===== config.mk =====
export PLATFORM = sky130hd
export DESIGN_NAME = mfio_top
export DESIGN_NICKNAME = d
export VERILOG_FILES = /design/src/hw/mfio_pkg.sv /design/src/hw/mfio_top.sv
export SDC_FILE = /design/constraint.sdc
export NUM_CORES = 2
export LEC_CHECK = 0
export ABC_CLOCK_PERIOD_IN_PS = 6900
export BUFFER_PORTS_ARGS = -buffer_cell sky130_fd_sc_hd__buf_2
export CORE_MARGIN = 1.5
export CORE_UTILIZATION = 65
export CTS_BUF_LIST = sky130_fd_sc_hd__clkbuf_16
export DETAILED_ROUTE_END_ITERATION = 10
export MAX_ROUTING_LAYER = met4
export PLACE_DENSITY = 0.91
export SYNTH_ARGS = -nofsm -noshare
export SYNTH_HDL_FRONTEND = slang
export SYNTH_SLANG_ARGS = --single-unit

===== constraint.sdc =====
create_clock -name REF_CLK -period 6.9 [get_ports REF_CLK]
set_input_delay 1.38 -clock REF_CLK [delete_from_list [all_inputs] [get_ports REF_CLK]]
set_output_delay 1.38 -clock REF_CLK [all_outputs]
set_load 0.01 [all_outputs]

===== src/hw/mfio_pkg.sv =====
// constants and types for the multifunction input and one-shot block
package mfio_pkg;
  localparam int unsigned CLK_HZ          = 50_000_000;
  localparam int unsigned CYC_PER_MS      = CLK_HZ / 1000;
  localparam logic [15:0] MS_CNT_MAX      = 16'(CYC_PER_MS - 1);
  localparam logic [14:0] DEBOUNCE_MAX_MS = 15'h7FFF;
  localparam logic [14:0] DEBOUNCE_DEF_MS = 15'h4E20;
  localparam logic [11:0] OFF_DLY_MAX_MS  = 12'hFA0;
  localparam logic [11:0] OFF_DLY_DEF_MS  = 12'h000;
  localparam logic [6:0]  ON_DLY_MAX_MS   = 7'h64;
  localparam logic [6:0]  ON_DLY_DEF_MS   = 7'h00;
  localparam int unsigned OFFSET_LONG_S   = 1;
  localparam logic [10:0] OFFSET_LONG_MS  = 11'(OFFSET_LONG_S * 1000);
  localparam logic        POL_HIGH        = 1'b0;
  localparam logic        POL_DEF         = POL_HIGH;
  localparam logic [15:0] SPAN_ONE        = 16'h4000;
  localparam logic [15:0] SHIFT_DEF       = 16'h0000;
  localparam int unsigned SPAN_FRAC       = 14;

  typedef enum logic [2:0] {
    MFIO_FN_NONE, MFIO_FN_EMIT_OFF, MFIO_FN_HOLD, MFIO_FN_REC, MFIO_FN_OFFSET
  } mfio_fn_t;

  typedef enum logic [1:0] {
    MFIO_HOLD_PEAK, MFIO_HOLD_BOTTOM, MFIO_HOLD_AUTO_PEAK, MFIO_HOLD_AUTO_BOTTOM
  } mfio_hold_t;

  localparam mfio_fn_t FN_DEF = MFIO_FN_NONE;
endpackage


===== src/hw/mfio_top.sv =====
// multifunction input decode, one-shot switching output, span teach and span/shift write
`timescale 1ns/1ps
`default_nettype none
module mfio_top (
  // clock and reset
  input  wire logic        REF_CLK,
  input  wire logic        RESET,
  // external multifunction input pin
  input  wire logic        MULTIFUNCTION_INPUT,
  // configuration
  input  wire logic        FACTORY_RESET,
  input  wire logic        CFG_WR,
  input  wire logic        CFG_POL_LOW,
  input  wire logic [2:0]  CFG_FUNCTION,
  input  wire logic [14:0] CFG_DEBOUNCE_MS,
  input  wire logic [11:0] CFG_OFF_DELAY_MS,
  input  wire logic [6:0]  CFG_ON_DELAY_MS,
  input  wire logic        CFG_ONE_SHOT,
  input  wire logic [1:0]  HOLD_MODE,
  input  wire logic [15:0] REC_ENTRY_COUNT,
  // switching output condition and recording progress
  input  wire logic        OUT_COND,
  input  wire logic        REC_ENTRY_SAVED,
  // calibration
  input  wire logic [15:0] MEAS_VALUE,
  input  wire logic [15:0] REF_THICKNESS,
  input  wire logic        TEACH_THICK,
  input  wire logic        SPAN_WR,
  input  wire logic [15:0] SPAN_IN,
  input  wire logic        SHIFT_WR,
  input  wire logic [15:0] SHIFT_IN,
  // outputs
  output logic             SWITCH_OUT,
  output logic             LASER_OFF,
  output logic             HOLD_TRIGGER,
  output logic             HOLD_RESET,
  output logic             REC_ACTIVE,
  output logic             REC_CLOSE_FILE,
  output logic             OFFSET_APPLY,
  output logic             OFFSET_RELEASE,
  output logic             POL_LOW_STATE,
  output logic [2:0]       FUNCTION_STATE,
  output logic [15:0]      SPAN,
  output logic [15:0]      SHIFT
);

  function automatic logic [14:0] clamp15(input logic [14:0] v, input logic [14:0] m);
    clamp15 = (v > m) ? m : v;
  endfunction

  typedef enum logic [1:0] {OS_IDLE, OS_ON_WAIT, OS_PULSE, OS_DONE} mfio_os_t;

  //////////////////////////////////////////////////////////////////////////////
  // configuration registers
  logic              pol_low_r;
  mfio_pkg::mfio_fn_t fn_r;
  logic [14:0]       deb_ms_r;
  logic [11:0]       off_ms_r;
  logic [6:0]        on_ms_r;
  wire  [14:0]       off_clamp = clamp15({3'h0, CFG_OFF_DELAY_MS}, {3'h0, mfio_pkg::OFF_DLY_MAX_MS});
  wire  [14:0]       on_clamp  = clamp15({8'h00, CFG_ON_DELAY_MS}, {8'h00, mfio_pkg::ON_DLY_MAX_MS});
  wire  [2:0]        fn_sel    = (CFG_FUNCTION > 3'(mfio_pkg::MFIO_FN_OFFSET)) ? 3'(mfio_pkg::MFIO_FN_NONE) : CFG_FUNCTION;

  always_ff @(posedge REF_CLK or posedge RESET) begin
    if (RESET) begin
      pol_low_r <= mfio_pkg::POL_DEF;
      fn_r      <= mfio_pkg::FN_DEF;
      deb_ms_r  <= mfio_pkg::DEBOUNCE_DEF_MS;
      off_ms_r  <= mfio_pkg::OFF_DLY_DEF_MS;
      on_ms_r   <= mfio_pkg::ON_DLY_DEF_MS;
    end else if (FACTORY_RESET) begin
      pol_low_r <= mfio_pkg::POL_DEF;
      fn_r      <= mfio_pkg::FN_DEF;
      deb_ms_r  <= mfio_pkg::DEBOUNCE_DEF_MS;
      off_ms_r  <= mfio_pkg::OFF_DLY_DEF_MS;
      on_ms_r   <= mfio_pkg::ON_DLY_DEF_MS;
    end else if (CFG_WR) begin
      pol_low_r <= CFG_POL_LOW;
      fn_r      <= mfio_pkg::mfio_fn_t'(fn_sel);
      deb_ms_r  <= clamp15(CFG_DEBOUNCE_MS, mfio_pkg::DEBOUNCE_MAX_MS);
      off_ms_r  <= off_clamp[11:0];
      on_ms_r   <= on_clamp[6:0];
    end
  end

  //////////////////////////////////////////////////////////////////////////////
  // millisecond tick
  logic [15:0] ms_cnt_r;
  wire         ms_tick = (ms_cnt_r == mfio_pkg::MS_CNT_MAX);

  always_ff @(posedge REF_CLK or posedge RESET) begin
    if (RESET) ms_cnt_r <= 16'h0000;
    else       ms_cnt_r <= ms_tick ? 16'h0000 : ms_cnt_r + 16'h0001;
  end

  //////////////////////////////////////////////////////////////////////////////
  // pin synchroniser, debounce, polarity
  logic [2:0]  sync_r;
  logic        deb_r;
  logic [14:0] deb_cnt_r;
  wire         pin_lvl  = sync_r[2];
  wire         agree    = (sync_r[1] == sync_r[2]);
  wire         differs  = agree && (pin_lvl != deb_r);
  wire         deb_done = (deb_cnt_r >= deb_ms_r);

  always_ff @(posedge REF_CLK or posedge RESET) begin
    if (RESET) sync_r <= 3'h0;
    else       sync_r <= {sync_r[1:0], MULTIFUNCTION_INPUT};
  end

  // candidate level must hold for the debounce time before it is taken
  always_ff @(posedge REF_CLK or posedge RESET) begin
    if (RESET) begin
      deb_r     <= 1'b0;
      deb_cnt_r <= 15'h0000;
    end else begin
      if (!differs) deb_cnt_r <= 15'h0000;
      else if (deb_done) begin
        deb_r     <= pin_lvl;
        deb_cnt_r <= 15'h0000;
      end else if (ms_tick) deb_cnt_r <= deb_cnt_r + 15'h0001;
    end
  end

  wire in_act = deb_r ^ pol_low_r;
  logic in_act_d_r;
  wire  act_rise = in_act & ~in_act_d_r;
  wire  act_fall = ~in_act & in_act_d_r;

  always_ff @(posedge REF_CLK or posedge RESET) begin
    if (RESET) in_act_d_r <= 1'b0;
    else       in_act_d_r <= in_act;
  end

  //////////////////////////////////////////////////////////////////////////////
  // function decode
  wire is_emit = (fn_r == mfio_pkg::MFIO_FN_EMIT_OFF);
  wire is_hold = (fn_r == mfio_pkg::MFIO_FN_HOLD);
  wire is_rec  = (fn_r == mfio_pkg::MFIO_FN_REC);
  wire is_off  = (fn_r == mfio_pkg::MFIO_FN_OFFSET);
  wire auto_hold = (HOLD_MODE == mfio_pkg::MFIO_HOLD_AUTO_PEAK) || (HOLD_MODE == mfio_pkg::MFIO_HOLD_AUTO_BOTTOM);

  logic [15:0] rec_cnt_r;
  logic        rec_r;
  logic [10:0] press_ms_r;
  wire         rec_full  = (rec_cnt_r >= REC_ENTRY_COUNT);
  wire         rec_start = is_rec && act_rise && !rec_r;
  wire         rec_stop  = rec_r && (!is_rec || !in_act || (REC_ENTRY_SAVED && (rec_cnt_r + 16'h0001 >= REC_ENTRY_COUNT)));
  wire         press_long = (press_ms_r >= mfio_pkg::OFFSET_LONG_MS);

  // function none leaves the laser, hold and offset outputs idle and starts no recording
  always_ff @(posedge REF_CLK or posedge RESET) begin
    if (RESET) begin
      LASER_OFF      <= 1'b0;
      HOLD_TRIGGER   <= 1'b0;
      HOLD_RESET     <= 1'b0;
      OFFSET_APPLY   <= 1'b0;
      OFFSET_RELEASE <= 1'b0;
    end else begin
      LASER_OFF      <= is_emit && in_act;
      HOLD_TRIGGER   <= is_hold && act_rise && !auto_hold;
      HOLD_RESET     <= is_hold && act_rise && auto_hold;
      OFFSET_APPLY   <= is_off && act_fall && !press_long;
      OFFSET_RELEASE <= is_off && act_fall && press_long;
    end
  end

  // press timer saturates at the long-press threshold
  always_ff @(posedge REF_CLK or posedge RESET) begin
    if (RESET) press_ms_r <= 11'h000;
    else if (!in_act) press_ms_r <= 11'h000;
    else if (ms_tick && !press_long) press_ms_r <= press_ms_r + 11'h001;
  end

  // recording: stops on full count or on release, closing file either way
  always_ff @(posedge REF_CLK or posedge RESET) begin
    if (RESET) begin
      rec_r          <= 1'b0;
      rec_cnt_r      <= 16'h0000;
      REC_CLOSE_FILE <= 1'b0;
    end else begin
      REC_CLOSE_FILE <= rec_stop;
      if (rec_start && !rec_full) begin
        rec_r     <= 1'b1;
        rec_cnt_r <= 16'h0000;
      end else if (rec_stop) rec_r <= 1'b0;
      else if (rec_r && REC_ENTRY_SAVED) rec_cnt_r <= rec_cnt_r + 16'h0001;
    end
  end

  always_ff @(posedge REF_CLK or posedge RESET) begin
    if (RESET) REC_ACTIVE <= 1'b0;
    else       REC_ACTIVE <= rec_r && !rec_stop;
  end

  //////////////////////////////////////////////////////////////////////////////
  // switching output with on/off delay and one-shot
  mfio_os_t    os_r;
  logic [11:0] dly_ms_r;
  wire         on_done  = (dly_ms_r >= {5'h00, on_ms_r});
  wire         off_done = (dly_ms_r >= off_ms_r);

  always_ff @(posedge REF_CLK or posedge RESET) begin
    if (RESET) begin
      os_r       <= OS_IDLE;
      dly_ms_r   <= 12'h000;
      SWITCH_OUT <= 1'b0;
    end else begin
      case (os_r)
        OS_IDLE: begin
          dly_ms_r <= 12'h000;
          if (OUT_COND) os_r <= OS_ON_WAIT;
          else if (SWITCH_OUT) os_r <= OS_PULSE;
        end
        OS_ON_WAIT: begin
          if (!OUT_COND) begin
            os_r <= SWITCH_OUT ? OS_PULSE : OS_IDLE;
            dly_ms_r <= 12'h000;
          end else if (on_done) begin
            SWITCH_OUT <= 1'b1;
            dly_ms_r   <= 12'h000;
            os_r       <= CFG_ONE_SHOT ? OS_PULSE : OS_DONE;
          end else if (ms_tick) dly_ms_r <= dly_ms_r + 12'h001;
        end
        OS_PULSE: begin
          // off delay: pulse width in one-shot, hold time after condition drops otherwise
          if (!CFG_ONE_SHOT && OUT_COND) begin
            dly_ms_r <= 12'h000;
            os_r     <= OS_DONE;
          end else if (off_done) begin
            SWITCH_OUT <= 1'b0;
            dly_ms_r   <= 12'h000;
            os_r       <= (CFG_ONE_SHOT && OUT_COND) ? OS_DONE : OS_IDLE;
          end else if (ms_tick) dly_ms_r <= dly_ms_r + 12'h001;
        end
        OS_DONE: begin
          if (!OUT_COND) os_r <= (CFG_ONE_SHOT || !SWITCH_OUT) ? OS_IDLE : OS_PULSE;
        end
        default: os_r <= OS_IDLE;
      endcase
    end
  end

  //////////////////////////////////////////////////////////////////////////////
  // calibration: span = reference / measurement, in fixed point
  logic [31:0] quot_w;
  always_comb begin
    quot_w = 32'h0000_0000;
    if (MEAS_VALUE != 16'h0000) quot_w = ({16'h0000, REF_THICKNESS} << mfio_pkg::SPAN_FRAC) / {16'h0000, MEAS_VALUE};
  end

  always_ff @(posedge REF_CLK or posedge RESET) begin
    if (RESET) begin
      SPAN  <= mfio_pkg::SPAN_ONE;
      SHIFT <= mfio_pkg::SHIFT_DEF;
    end else begin
      if (SPAN_WR) SPAN <= SPAN_IN;
      else if (TEACH_THICK && MEAS_VALUE != 16'h0000) SPAN <= quot_w[15:0];
      if (SHIFT_WR) SHIFT <= SHIFT_IN;
    end
  end

  always_ff @(posedge REF_CLK or posedge RESET) begin
    if (RESET) begin
      POL_LOW_STATE  <= mfio_pkg::POL_DEF;
      FUNCTION_STATE <= 3'(mfio_pkg::FN_DEF);
    end else begin
      POL_LOW_STATE  <= pol_low_r;
      FUNCTION_STATE <= 3'(fn_r);
    end
  end

endmodule
`default_nettype wire


==> reports/summary.txt, run 1 <==
Post-CTS Resized: 546
Number of synthesized flops with an enable pin: 0
TritonCTS Buffers: 17
HPWL after DPL: 167000 um
Starting Density: 66.2%
Status: aborted with a tool error
Placed insts: 6703
GPL Wtd Cong: 1.08
Synth Cell Area: 0.0333 mm2
Die W: 229 um
Top cells by area, synth: ha_1 17%, dfrtp_1 12%, a21oi_1 5.1%
Post-synth top cells: 455 x ha_1, 430 x nor2_1, 346 x nand2_1, 341 x a21oi_1, 245 x o21ai_0
IO Port Bufs: 173
Synth Warn #: 0
Area leader, netlist: ha_1
Exit stage: clock tree synthesis (4_1_cts)
Main flop type after synthesis: dfrtp_1
Number of cell rows: 82
Post-Syn Instances: 4454
Die H: 229 um
Clock Path Buffers: 2
Error: [ERROR DPL-0038] Utilization greater than 100%, impossible to legalize
Post-synthesis sequential area ratio: 12.0%
Asr flop ratio synth: 100%
Synth cell types: 123
Hold Buf Count CTS: 0
H-tree levels: 4
Synthesized flop and latch total: 160
Clk sinks: 160
Yosys top cell area share: 17.1%
Syn_area_per_cell: 7.49 um2
Post-CTS Setup Bufs: 380
Clock Root Buffer: clkbuf_16
Boundary Pins: 175
Cell with the most instances after synthesis: ha_1
through the flow:
step                      setup TNS, ns  cell area [um2]  worst slack (ns)
after floorplan                 -666.04            35200            -67.07
after global placement          -636.59            47500            -63.58
after detailed placement        -789.39            47500            -78.89
cells by family after synthesis:
family / share of synthesized area, %
AO/OA/AOI/OAI: 29.7
XOR/XNOR: 7.40
flip-flops: 12.0
adder cells (fa/ha/maj): 17.1
multiplexers: 6.33
buffers and inverters: 3.82
other: 0.0112
AND/OR/NAND/NOR: 23.6
==> run 2, diff against run 1 <==
Settings changed: CORE_UTILIZATION 65 to 40, CTS_BUF_LIST sky130_fd_sc_hd__clkbuf_16 to unset, MAX_ROUTING_LAYER met4 to unset, PLACE_DENSITY 0.91 to unset, PLACE_DENSITY_LB_ADDON set to 0.15.
==> reports/summary.txt, run 2 <==
WL per Instance: 17.3 um
Share of layout cells above drive strength 1: 43.6%
Largest net degree at the start of global routing: 97
Synth cell types: 123 (unchanged)
Starting Density: 40.5% (-26 points)
Asr flop ratio synth: 100% (unchanged)
HPWL after DPL: 96600 um (-42%)
Count of final setup violators: 16
Clock period minus worst slack: 71.82 ns
Actual slew at the worst max-slew pin: 0.945 ns
Clock Root Buffer: clkbuf_16
Global-route wire length before repair: 209000 um
Cell with the most instances after synthesis: ha_1
Compound-cell area share of the yosys netlist: 29.7% (unchanged)
Combinational family with the most area after synthesis: compound AO/OA/AOI/OAI gates
Failing checks: negative setup slack
Crit end category: flip-flop
Critical path depth in cells: 407
Core area: 0.0822 mm2
Clock Path Buffers: 2 (unchanged)
Crit path buffers/inverters: 58
Max-Cap Viols: 0
TritonCTS Buffers: 17 (unchanged)
Worst r2r src: rec_cnt_r[0]
Hold Crit Class: flip-flop to flip-flop
Reg2Reg Depth: 28
Post-synthesis sequential area ratio: 12.0% (unchanged)
Number of synthesized flops with an enable pin: 0 (unchanged)
Critical path launch point: MEAS_VALUE[0]
Fin crit share: 1040%
R2r endpoint: rec_cnt_r[7]
Clk_skew: 0.0210 ns
Crit path required time: 7.31 ns
WP data arrival: 72.23 ns
Post-synth top cells: 455 x ha_1, 430 x nor2_1, 346 x nand2_1, 341 x a21oi_1, 245 x o21ai_0
Slowest-stage cell, CP: o41a_1
Slew Viols, Final: 0
Worst-Skew Late Latency: 0.49 ns
Fin nets: 7129
Top cells by area, synth: ha_1 17%, dfrtp_1 12%, a21oi_1 5.1%
Post-Syn Instances: 4454 (unchanged)
Fin. Hold Viols: 0
Clk sinks: 160 (unchanged)
Initial antenna violation count: 0
XOR/XNOR Fraction of Synth Area: 7.40% (unchanged)
Die H: 292 um (+27%)
ANT nets after route: 0
RSZ-0062 raised after global routing: true
Die W: 292 um (+27%)
DRT iter0 DRCs: 2449
Crit path largest cell delay: 0.43 ns
Critical path fanouts, max: 7
Most frequent cells in the layout: 1934 x buf_4, 401 x nor2_1, 377 x ha_1
Crit path capture: SPAN[0]
Area leader, netlist: ha_1
Hold Buf Count CTS: 0 (unchanged)
# DRC: 0
Detailed Route WL: 132000 um
Flop-to-flop setup slack: 2.00 ns
GRT Residual Overflow: 0
H-tree levels: 4 (unchanged)
Vias in the first global route: 41400
Place WS: -66.02 ns (+12.87 ns)
Most common cell after layout, fill and taps aside: buf_4
Clk slew on worst S/H paths: 0.11 ns
Status: finished with violations
Critical path class: primary input to flip-flop
CP delay by family, top: compound AO/OA/AOI/OAI gates
Number of cell rows: 105 (+28%)
GPL Wtd Cong: 0.947 (-12%)
Layout area overhead: 63.3%
Die area: 0.0851 mm2
CTS tree: built
Router iterations before antenna repair: 5
Vias: 42100
Simple-gate area share of the yosys netlist: 23.6% (unchanged)
N_diodes: 0
Synthesized flop and latch total: 160 (unchanged)
Main flop type after synthesis: dfrtp_1
Post-synthesis mux area share: 6.33% (unchanged)
Yosys top cell area share: 17.1% (unchanged)
Via density: 5.52
Rel. slew slack: 37.0%
Syn_area_per_cell: 7.49 um2 (unchanged)
Most frequent CP cell: o21a_1
Tot GR Track Use: 29.6%
Final worst setup slack: -64.92 ns
Synth Area in Adders: 17.1% (unchanged)
Synth Warn #: 0 (unchanged)
Startpoint Class: primary input
Fmax: 13.9 MHz
IO Port Bufs: 173 (unchanged)
Boundary Pins: 175 (unchanged)
Synth Cell Area: 0.0333 mm2 (unchanged)
[run 2: cell type report]
class                   count  area (um2)
clock buffers              17         425
clock inverters            15         209
fillers                  6841       27800
inverters                 192         741
multi-input cells        3975       31100
flip-flops and latches    160        4010
well taps                1070        1340
repair buffers           2196       16600
[run 2: repair_timing]
action                     4_1_cts  5_1_grt
buffers inserted               313      103
hold endpoints to repair         0        0
setup endpoints to repair       16       16
resized for setup              283      185
cloned                           4        2
pin swaps                      162      145
[run 2: worst min path at each step]
stage               startpoint         to  slack, ns  cells after the start
finish               sync_r[0]  sync_r[1]       0.36                      0
global route         sync_r[0]  sync_r[1]       0.37                      0
CTS                  sync_r[0]  sync_r[1]       0.37                      0
detailed placement   sync_r[0]  sync_r[1]       0.34                      0
global placement     sync_r[0]  sync_r[1]       0.34                      0
floorplan            sync_r[0]  sync_r[1]       0.33                      0
[run 2: cell families (layout without fill, tap and decap cells)]
group	Yosys count	after routing
AND/OR/NAND/NOR	1575	1575
XOR/XNOR	281	281
other	1	2
adder cells (fa/ha/maj)	456	456
buffers and inverters	323	2420
AO/OA/AOI/OAI	1463	1466
multiplexers	195	195
flip-flops	160	160
[run 2: metrics by stage]
step / hold WS (ns) / instance area (um2) / utilization [%] / TNS, ns / cells
floorplan: 0.331 / 35200 / - / -666.04 / 4455
global placement: 0.338 / 48600 / 59.1 / -649.39 / 7183
detailed placement: 0.343 / 48600 / 59.1 / -662.40 / 7183
CTS: 0.365 / 52900 / 64.3 / -623.92 / 7529
global route: 0.367 / 54500 / 66.2 / -673.93 / 7625
finish: 0.362 / 54500 / 66.2 / -641.57 / 7625
[run 2: layer usage]
layer  routed length [um]  track usage [%]  up-vias
met2                61100             51.1     1169
li1                     -                -    20900
met1                59800             38.7    19700
met5                    0                0        -
met4                 5170             9.71        0
met3                 5810             2.63      356
[run 2: worst reg2reg max path, delay by kind of cell (launching register included)]
| kind | cells | cell delay (ns) |
|---|---|---|
| AO/OA/AOI/OAI | 12 | 1.96 |
| AND/OR/NAND/NOR | 12 | 1.49 |
| adder cells (fa/ha/maj) | 2 | 0.59 |
| flip-flops | 1 | 0.47 |
| XOR/XNOR | 1 | 0.21 |
| buffers and inverters | 1 | 0.07 |
Power of run 2 is not shown: default switching activity piles up to over one toggle a cycle in this logic, so the estimate is an artifact.
